## config.mk

```make
export PLATFORM = sky130hd
export DESIGN_NAME = fsi_top
export DESIGN_NICKNAME = d
export VERILOG_FILES = /design/src/logic/fsi_pkg.sv /design/src/logic/fsi_pulse_if.sv /design/src/logic/fsi_pulse.sv /design/src/logic/fsi_top.sv
export VERILOG_INCLUDE_DIRS = /design/src /design/src/logic
export SDC_FILE = /design/constraint.sdc
export NUM_CORES = 1
export LEC_CHECK = 0
export BUFFER_PORTS_ARGS = -buffer_cell sky130_fd_sc_hd__buf_2
export CAP_MARGIN = 30
export CELL_PAD_IN_SITES_DETAIL_PLACEMENT = 1
export CELL_PAD_IN_SITES_GLOBAL_PLACEMENT = 2
export CORE_MARGIN = 10
export CORE_UTILIZATION = 25
export CTS_BUF_LIST = sky130_fd_sc_hd__clkbuf_2 sky130_fd_sc_hd__clkbuf_4 sky130_fd_sc_hd__clkbuf_8
export DETAILED_ROUTE_END_ITERATION = 12
export GPL_TIMING_DRIVEN = 1
export PLACE_DENSITY = 0.48
export SYNTH_ARGS = -nofsm -noshare
export SYNTH_HDL_FRONTEND = slang
export SYNTH_HIERARCHICAL = 1
export SYNTH_SLANG_ARGS = --single-unit
```

## constraint.sdc

```tcl
create_clock -name clk -period 4.8 [get_ports clk]
set_input_delay 0 -clock clk [delete_from_list [all_inputs] [get_ports clk]]
set_output_delay 0 -clock clk [all_outputs]
set_load 0.02 [all_outputs]
```

## src/logic/fsi_map.svh

```systemverilog
// Offsets, codes and timing constants for the flash done-signal block.
// Included by the package and the modules; definitions only.
`ifndef FSI_MAP_SVH
`define FSI_MAP_SVH
`define FSI_CLK_MHZ 20
`define FSI_PULSE_NS 250
`define FSI_PULSE_CYC ((`FSI_PULSE_NS * `FSI_CLK_MHZ + 999) / 1000)
`define FSI_PSUS_MAX_US 20
`define FSI_ESUS_MAX_US 25
`define FSI_SUS_TYP_US 1
`define FSI_WBUF_TYP_US 192
`define FSI_WBUF_MAX_US 576
`define FSI_WORD_US 12
`define FSI_PSUS_CYC (`FSI_PSUS_MAX_US * `FSI_CLK_MHZ)
`define FSI_ESUS_CYC (`FSI_ESUS_MAX_US * `FSI_CLK_MHZ)
`define FSI_SUS_TYP_CYC (`FSI_SUS_TYP_US * `FSI_CLK_MHZ)
`define FSI_WBUF_TYP_CYC (`FSI_WBUF_TYP_US * `FSI_CLK_MHZ)
`define FSI_WBUF_MAX_CYC (`FSI_WBUF_MAX_US * `FSI_CLK_MHZ)
`define FSI_CMD_CFG 8'hB8
`define FSI_CODE_W 2
`define FSI_RSV_MASK 8'hFC
`define FSI_ADDR_MAKER 22'h000000
`define FSI_ADDR_PART 22'h000001
`define FSI_ADDR_PROT 16'h0002
`define FSI_ADDR_CFG 22'h000005
`define FSI_OTP_BASE 8'h80
`define FSI_OTP_LAST 8'h88
`define FSI_PROT_ON 16'h0001
`define FSI_PROT_OFF 16'h0000
`define FSI_APB_CTRL 12'h000
`define FSI_APB_STAT 12'h004
`define FSI_APB_ADDR 12'h008
`define FSI_APB_DATA 12'h00C
`define FSI_APB_PROT 12'h010
`define FSI_APB_OTP 12'h014
`endif

```

## src/logic/fsi_pkg.sv

```systemverilog
// Types for the flash done-signal and identifier block.
// Assumes the map header sits beside it.
`include "fsi_map.svh"
package fsi_pkg;
  typedef enum logic [1:0] {
    FSI_BUSY_LEVEL,
    FSI_PULSE_ERASE,
    FSI_PULSE_PROG,
    FSI_PULSE_BOTH
  } fsi_mode_t;
  typedef enum logic [1:0] {
    FSI_OP_PROG,
    FSI_OP_ERASE,
    FSI_OP_WBUF
  } fsi_op_t;
endpackage

```

## src/logic/fsi_pulse_if.sv

```systemverilog
// Carrier between the top and the pulse stretcher.
// Assumes one clock shared by both ends.
`timescale 1ns/10ps
interface fsi_pulse_if;
  logic fire;
  logic low;
  modport src (output fire, input low);
  modport gen (input fire, output low);
endinterface

```

## src/logic/fsi_pulse.sv

```systemverilog
// Completion pulse stretcher for the done signal pin.
// Assumes fire pulses are single cycles on clk.
`timescale 1ns/10ps
`include "fsi_map.svh"
module fsi_pulse
  import fsi_pkg::*;
(
  input wire logic clk,
  input wire logic sys_rst,
  fsi_pulse_if.gen pif
);
  logic [7:0] cnt;
  // Fires during a low period are dropped, never queued
  always_ff @(posedge clk) begin
    if (sys_rst) begin
      cnt <= 8'h00;
    end else if (cnt != 8'h00) begin
      cnt <= cnt - 8'h01;
    end else if (pif.fire) begin
      cnt <= 8'(`FSI_PULSE_CYC);
    end
  end
  assign pif.low = (cnt != 8'h00);
endmodule

```

## src/logic/fsi_top.sv

```systemverilog
// Done signal pin, identifier space and operation timer of the flash.
// Assumes an APB master; bus writes from the flash side arrive as pulses.
//
// Implementation choices: register access over APB and the placing of the registers.
`timescale 1ns/10ps
`include "fsi_map.svh"
module fsi_top
  import fsi_pkg::*;
#(
  parameter int unsigned WBUF_CYC = `FSI_WBUF_TYP_CYC,
  parameter int unsigned ERASE_CYC = 24000,
  parameter logic [15:0] MAKER_CODE = 16'h1234,
  parameter logic [15:0] PART_CODE = 16'h5678
)(
  input wire logic clk,
  input wire logic sys_rst,
  input wire logic psel,
  input wire logic penable,
  input wire logic pwrite,
  input wire logic [11:0] paddr,
  input wire logic [31:0] pwdata,
  output logic [31:0] prdata,
  output logic pready,
  output logic pslverr,
  output logic done_signal_pin_o,
  output logic done_signal_pin_oe
);
  // MAKER_CODE and PART_CODE defaults are arbitrary
  typedef enum logic [2:0] {
    ST_IDLE, ST_RUN, ST_SUSPENDING, ST_SUSPENDED
  } fsi_st_t;
  fsi_st_t state;
  fsi_mode_t mode;
  fsi_op_t op;
  logic cfg_armed;
  logic cfg_err;
  logic [31:0] op_cnt;
  logic [31:0] sus_cnt;
  logic [21:0] id_addr;
  logic [15:0] id_data;
  logic [63:0] prot_bits;
  logic [15:0] otp [0:8];
  logic fin_erase;
  logic fin_prog;
  fsi_pulse_if pif ();
  fsi_pulse u_pulse (.clk(clk), .sys_rst(sys_rst), .pif(pif));

  wire wr = psel && penable && pwrite;
  wire busy = (state != ST_IDLE);
  // Suspended reads as inactive on status and pin, busy for refusals
  wire active = (state == ST_RUN || state == ST_SUSPENDING);

  function automatic logic [15:0] id_lookup(input logic [21:0] a,
      input logic [63:0] pb, input fsi_mode_t m);
    logic [15:0] r;
    r = 16'h0000;
    if (a == `FSI_ADDR_MAKER) begin
      r = MAKER_CODE;
    end else if (a == `FSI_ADDR_PART) begin
      r = PART_CODE;
    end else if (a == `FSI_ADDR_CFG) begin
      r = {14'h0000, m};
    end else if (a[21:8] == 14'h0000 && a[7:0] >= `FSI_OTP_BASE &&
        a[7:0] <= `FSI_OTP_LAST) begin
      r = otp[a[3:0]];
    end else if (a[15:0] == `FSI_ADDR_PROT) begin
      r = pb[a[21:16]] ? `FSI_PROT_ON : `FSI_PROT_OFF;
    end
    return r;
  endfunction

  // Command write path over APB data register
  always_ff @(posedge clk) begin
    if (sys_rst) begin
      mode <= FSI_BUSY_LEVEL;
      cfg_armed <= 1'b0;
      cfg_err <= 1'b0;
    end else if (wr && paddr == `FSI_APB_DATA) begin
      if (cfg_armed) begin
        cfg_armed <= 1'b0;
        if ((pwdata[7:0] & `FSI_RSV_MASK) != 8'h00) begin
          cfg_err <= 1'b1;
        end else begin
          mode <= fsi_mode_t'(pwdata[`FSI_CODE_W-1:0]);
        end
      end else if (pwdata[7:0] == `FSI_CMD_CFG && !busy) begin
        cfg_armed <= 1'b1;
      end
    end else if (wr && paddr == `FSI_APB_STAT && pwdata[0]) begin
      cfg_err <= 1'b0;
    end
  end

  // Operation sequencer and suspend timer
  always_ff @(posedge clk) begin
    if (sys_rst) begin
      state <= ST_IDLE;
      op <= FSI_OP_PROG;
      op_cnt <= 32'h0;
      sus_cnt <= 32'h0;
      fin_erase <= 1'b0;
      fin_prog <= 1'b0;
    end else begin
      fin_erase <= 1'b0;
      fin_prog <= 1'b0;
      unique case (state)
        ST_IDLE: begin
          if (wr && paddr == `FSI_APB_CTRL && pwdata[1:0] != 2'b11) begin
            op <= fsi_op_t'(pwdata[1:0]);
            op_cnt <= (pwdata[1:0] == 2'b01) ? ERASE_CYC :
                (pwdata[1:0] == 2'b10) ? WBUF_CYC :
                32'(`FSI_WORD_US * `FSI_CLK_MHZ);
            state <= ST_RUN;
          end
        end
        ST_RUN: begin
          if (op_cnt <= 32'h1) begin
            state <= ST_IDLE;
            fin_erase <= (op == FSI_OP_ERASE);
            fin_prog <= (op != FSI_OP_ERASE);
          end else begin
            op_cnt <= op_cnt - 32'h1;
            if (wr && paddr == `FSI_APB_CTRL && pwdata[2]) begin
              sus_cnt <= 32'(`FSI_SUS_TYP_CYC);
              state <= ST_SUSPENDING;
            end
          end
        end
        ST_SUSPENDING: begin
          if (sus_cnt <= 32'h1) begin
            state <= ST_SUSPENDED;
          end else begin
            sus_cnt <= sus_cnt - 32'h1;
          end
        end
        ST_SUSPENDED: begin
          if (wr && paddr == `FSI_APB_CTRL && pwdata[3]) begin
            state <= ST_RUN;
          end
        end
        default: state <= ST_IDLE;
      endcase
    end
  end

  assign pif.fire = (fin_erase && (mode == FSI_PULSE_ERASE ||
      mode == FSI_PULSE_BOTH)) || (fin_prog &&
      (mode == FSI_PULSE_PROG || mode == FSI_PULSE_BOTH));

  // Pin registered; open drain so only low is ever driven
  always_ff @(posedge clk) begin
    if (sys_rst) begin
      done_signal_pin_oe <= 1'b0;
      done_signal_pin_o <= 1'b0;
    end else begin
      done_signal_pin_o <= 1'b0;
      if (mode == FSI_BUSY_LEVEL) begin
        done_signal_pin_oe <= active;
      end else begin
        done_signal_pin_oe <= pif.low;
      end
    end
  end

  // Protection bits and OTP store, writable for bench preload
  always_ff @(posedge clk) begin
    if (sys_rst) begin
      id_addr <= 22'h0;
      prot_bits <= 64'h0;
      for (int i = 0; i < 9; i++) begin
        otp[i] <= 16'h0000;
      end
    end else if (wr && paddr == `FSI_APB_ADDR) begin
      id_addr <= pwdata[21:0];
    end else if (wr && paddr == `FSI_APB_PROT) begin
      prot_bits[pwdata[21:16]] <= pwdata[0];
    end else if (wr && paddr == `FSI_APB_OTP && pwdata[19:16] < 4'h9) begin
      otp[pwdata[19:16]] <= pwdata[15:0];
    end
  end

  // Process form so OTP writes seen inside the lookup also wake it
  always_comb id_data = id_lookup(id_addr, prot_bits, mode);

  // APB answer, zero wait states
  always_ff @(posedge clk) begin
    if (sys_rst) begin
      prdata <= 32'h0;
      pready <= 1'b0;
      pslverr <= 1'b0;
    end else begin
      pready <= psel && !penable;
      pslverr <= psel && !penable && paddr > `FSI_APB_OTP;
      if (psel && !penable && !pwrite) begin
        unique case (paddr)
          `FSI_APB_CTRL: prdata <= {30'h0, mode};
          `FSI_APB_STAT: prdata <= {27'h0, cfg_armed, cfg_err, 
              (state == ST_SUSPENDED), (state == ST_SUSPENDING), active};
          `FSI_APB_ADDR: prdata <= {10'h0, id_addr};
          `FSI_APB_DATA: prdata <= {16'h0, id_data};
          default: prdata <= 32'h0;
        endcase
      end
    end
  end
endmodule

```

==> impl_results.rst <==
.. list-table::
   :header-rows: 1

   * - Metric
     - Value
   * - Die area
     - 95300 µm²
   * - Setup fix buffers added after clock tree synthesis
     - 0
   * - Most common cell in the synthesized netlist
     - sky130_fd_sc_hd__edfxtp_1
   * - Worst setup path category
     - input port to flop
   * - Final core area utilization
     - 0.303
   * - Unrepaired setup endpoints after global routing
     - false
   * - Setup Skew
     - 41.9 ps
   * - Portion of the clock cycle consumed by the worst path in the final layout
     - 0.752
   * - First-pass GRT wire length
     - 103000 µm
   * - Core Box Area
     - 82400 µm²
   * - Clock tree from TritonCTS
     - yes
   * - Post-Syn Instances
     - 1776
   * - Count of routing violations after the opening detailed-route iteration
     - 902
   * - Endpoint required time on the critical path
     - 5110 ps
   * - Area leader, netlist
     - sky130_fd_sc_hd__edfxtp_1
   * - Min-delay worst type
     - input port to flop
   * - Relative slew slack
     - 0.351
   * - DRT Wirelength
     - 68000 µm
   * - Fraction of synthesized cell area taken by the top area cell type
     - 0.369
   * - Die X-Extent
     - 309 µm
   * - Number of max-slew violations in the final report
     - 0
   * - Maximum level of the CTS H-tree
     - 3
   * - Total routing usage reported by global routing
     - 0.142
   * - Worst setup SP type
     - input port
   * - Placed cells
     - 2934
   * - Number of input and output port buffers inserted
     - 63
   * - Share of the yosys chip area belonging to registers
     - 0.558
   * - Mux contribution to synthesized area
     - 0.112
   * - Simple-gate portion of the synthesized area
     - 0.173
   * - Antenna-violating nets left
     - 0
   * - XOR/XNOR Fraction of Synth Area
     - 0.000420
   * - Minimum clock period after layout
     - 3610 ps
   * - Final Wtd Congestion
     - 0.716
   * - Via count
     - 15086
   * - Number of hold buffers added after CTS
     - 31
   * - Largest net degree at the start of global routing
     - 71
   * - Static leakage power
     - 0.00859 µW
   * - Post-cts resize count
     - 0
   * - Hold Slack
     - 142 ps
   * - Wire per inst
     - 21.7 µm
   * - Final non-filler cell total
     - 3130
   * - Clock Path Buffers
     - 3
   * - Total overflow reported by the global router
     - 0
   * - Rows
     - 105
   * - Area growth from synthesis to layout
     - 19.8%
   * - Warnings from Yosys
     - 6
   * - Final setup violation count
     - 0
   * - Vias per inst
     - 4.82
   * - Mapped Avg Cell Area
     - 11.7 µm²
   * - Number of detailed-routing iterations run before antenna repair
     - 5
   * - Dominant combinational cell family by area after synthesis
     - simple AND/OR/NAND/NOR gates
   * - Seq cells post-synth
     - 453
   * - Post-detailed-route DRC marker count
     - 0
   * - Post-Route Setup TNS
     - 0 ps
   * - Filler Cell Count
     - 9038
   * - Power density normalized to cell area
     - 468 nW/µm²
   * - Placed wire-length estimate
     - 44200 µm
   * - Number of ports placed on the die boundary
     - 85
   * - Initial antenna violation count
     - 3
   * - Status
     - finished clean
   * - Clock buffers created by TritonCTS
     - 88
   * - CTS sink count
     - 453
   * - Fraction of final layout cells sized beyond drive strength 1
     - 0.201
   * - Critical path fanouts, max
     - 40
   * - Initial Utilization
     - 0.253
   * - Tightest Pin Transition
     - 961 ps
   * - Clock root buffer master
     - sky130_fd_sc_hd__clkbuf_8
   * - Leading post-synthesis cells by instance count
     - 256 x sky130_fd_sc_hd__edfxtp_1, 197 x sky130_fd_sc_hd__dfxtp_1, 155 x sky130_fd_sc_hd__a21oi_1
   * - Count of nets after finishing
     - 2050
   * - Via count of the first global-routing pass
     - 16037
   * - Highest attainable clock frequency
     - 277 MHz
   * - Critical Path Sink Type
     - flop
   * - Fraction of registers with async set or reset after synthesis
     - 0
   * - Post-synthesis share of cell area spent on full adders, half adders and majority gates
     - 0.00901
   * - Netlist Area Pre-Place
     - 20800 µm²
   * - Most used DFF post-synth
     - sky130_fd_sc_hd__edfxtp_1
   * - Arrival time of the worst setup path
     - 3920 ps
   * - Number of endpoints with negative hold slack in the final report
     - 0
   * - Max-capacitance violation count
     - 0
   * - Synth unique cells
     - 85
   * - Share of the synthesized area in compound gates (AO/OA/AOI/OAI)
     - 0.111
   * - Insertion delay of the later-clocked pin in the worst-skew pair
     - 700 ps
   * - Y dimension of the die
     - 309 µm
   * - Count of flip-flops with a built-in enable after synthesis
     - 256
   * - Top post-synthesis cells by area
     - sky130_fd_sc_hd__edfxtp_1 37%, sky130_fd_sc_hd__dfxtp_1 19%, sky130_fd_sc_hd__mux4_2 9.4%, sky130_fd_sc_hd__a21oi_1 3.7%, sky130_fd_sc_hd__and2_1 3.5%
   * - Peak supply drop
     - 0.193 mV
   * - Overall Power
     - 11700 µW
   * - Post-CTS clock slew at the launch and capture registers of the worst setup and hold paths
     - 60 ps
-- report_power, final --
group	switching [µW]	leakage (µW)	internal, µW
logic	1840	0.00353	1060
clock network	1770	0.00100	2310
registers	237	0.00406	4430
-- final timing paths --
path,from,end,slack [ps],cells after the start
hold reg to reg,prdata[18],prdata[18],450,2
hold / removal,paddr[4],op[1],140,5
setup / recovery,sys_rst,otp[2][0],1190,10
setup reg to reg,sus_cnt[7],sus_cnt[20],1410,7
-- cells in the final DEF, fill, tap and decap left out, drive strengths merged, types with 5 or more instances in the layout --
cell / Yosys / final
a211oi: 9 / 9
a21o: 5 / 5
a21oi: 156 / 156
a22o: 8 / 8
a22oi: 6 / 6
a311oi: 8 / 8
a31oi: 7 / 7
and2: 118 / 118
and3: 21 / 21
buf: 33 / 112
clkbuf: 112 / 149
clkinv: 1 / 11
conb: 1 / 123
dfxtp: 197 / 197
dlygate4sd3: 0 / 31
edfxtp: 256 / 256
ha: 15 / 15
inv: 26 / 28
mux2: 5 / 5
mux2i: 32 / 32
mux4: 87 / 87
nand2: 105 / 105
nand2b: 11 / 11
nand3: 48 / 48
nand3b: 7 / 7
nand4: 10 / 10
nor2: 89 / 89
nor2b: 5 / 5
nor3: 40 / 40
nor4: 27 / 27
o21ai: 88 / 88
o31ai: 32 / 32
o41ai: 10 / 10
or2: 10 / 10
or3: 65 / 65
or4: 52 / 52
or4b: 8 / 8
-- per-layer routing --
metal / GRT usage / wire length [µm] / vias to the layer above
met5: 0 / 0 / -
met4: 0.0385 / 1560 / 0
met3: 0.0255 / 2250 / 107
met2: 0.230 / 31700 / 213
met1: 0.194 / 32500 / 7668
li1: - / - / 7098
-- area by class of cell --
type	count	area [µm²]	area share
clock inverter	13	103	0.00411
tap	1070	1340	0.0536
inverter	27	101	0.00406
multi-input combinational	1273	8960	0.359
clock buffer	149	1760	0.0706
sequential	453	11600	0.466
timing repair buffer	143	1050	0.0420
antenna	2	5.00	0.000201
-- sequential cells by signal, summed over array words and instances (netlist names), named ones only --
register,cells
otp,256
prot_bits,64
op_cnt,32
sus_cnt,32
id_addr,22
prdata,22
u_pulse/cnt,8
mode,2
op,2
state,2
cfg_armed,1
cfg_err,1
done_signal_pin_oe,1
fin_erase,1
fin_prog,1
pready,1
pslverr,1
-- through the flow --
stage                     worst slack [ps]  area (µm²)
after detailed placement               932       22800
final                                 1190       25000
after global routing                  1010       25000
after CTS                             1260       24900
after global placement                 895       22700
after floorplan                       1320       21300
-- worst max-delay path, stage by stage --
cell and delay [ps]:
sky130_fd_sc_hd__dlygate4sd3_1 540, sky130_fd_sc_hd__buf_4 280, sky130_fd_sc_hd__inv_1 710, sky130_fd_sc_hd__nand2b_1 250
sky130_fd_sc_hd__nor4_4 330, sky130_fd_sc_hd__buf_4 320, sky130_fd_sc_hd__nand2_1 400, sky130_fd_sc_hd__nor3_2 210
sky130_fd_sc_hd__buf_4 280, sky130_fd_sc_hd__or2_2 560
-- kinds of logic (layout without fill, tap and decap cells) --
family	after synthesis	in the layout
buffers and inverters	172	332
other	1	125
XOR/XNOR	1	1
AO/OA/AOI/OAI	374	374
adder cells (fa/ha/maj)	15	15
AND/OR/NAND/NOR	636	636
multiplexers	124	124
flip-flops	453	453
(Power assumes the default switching activity.)
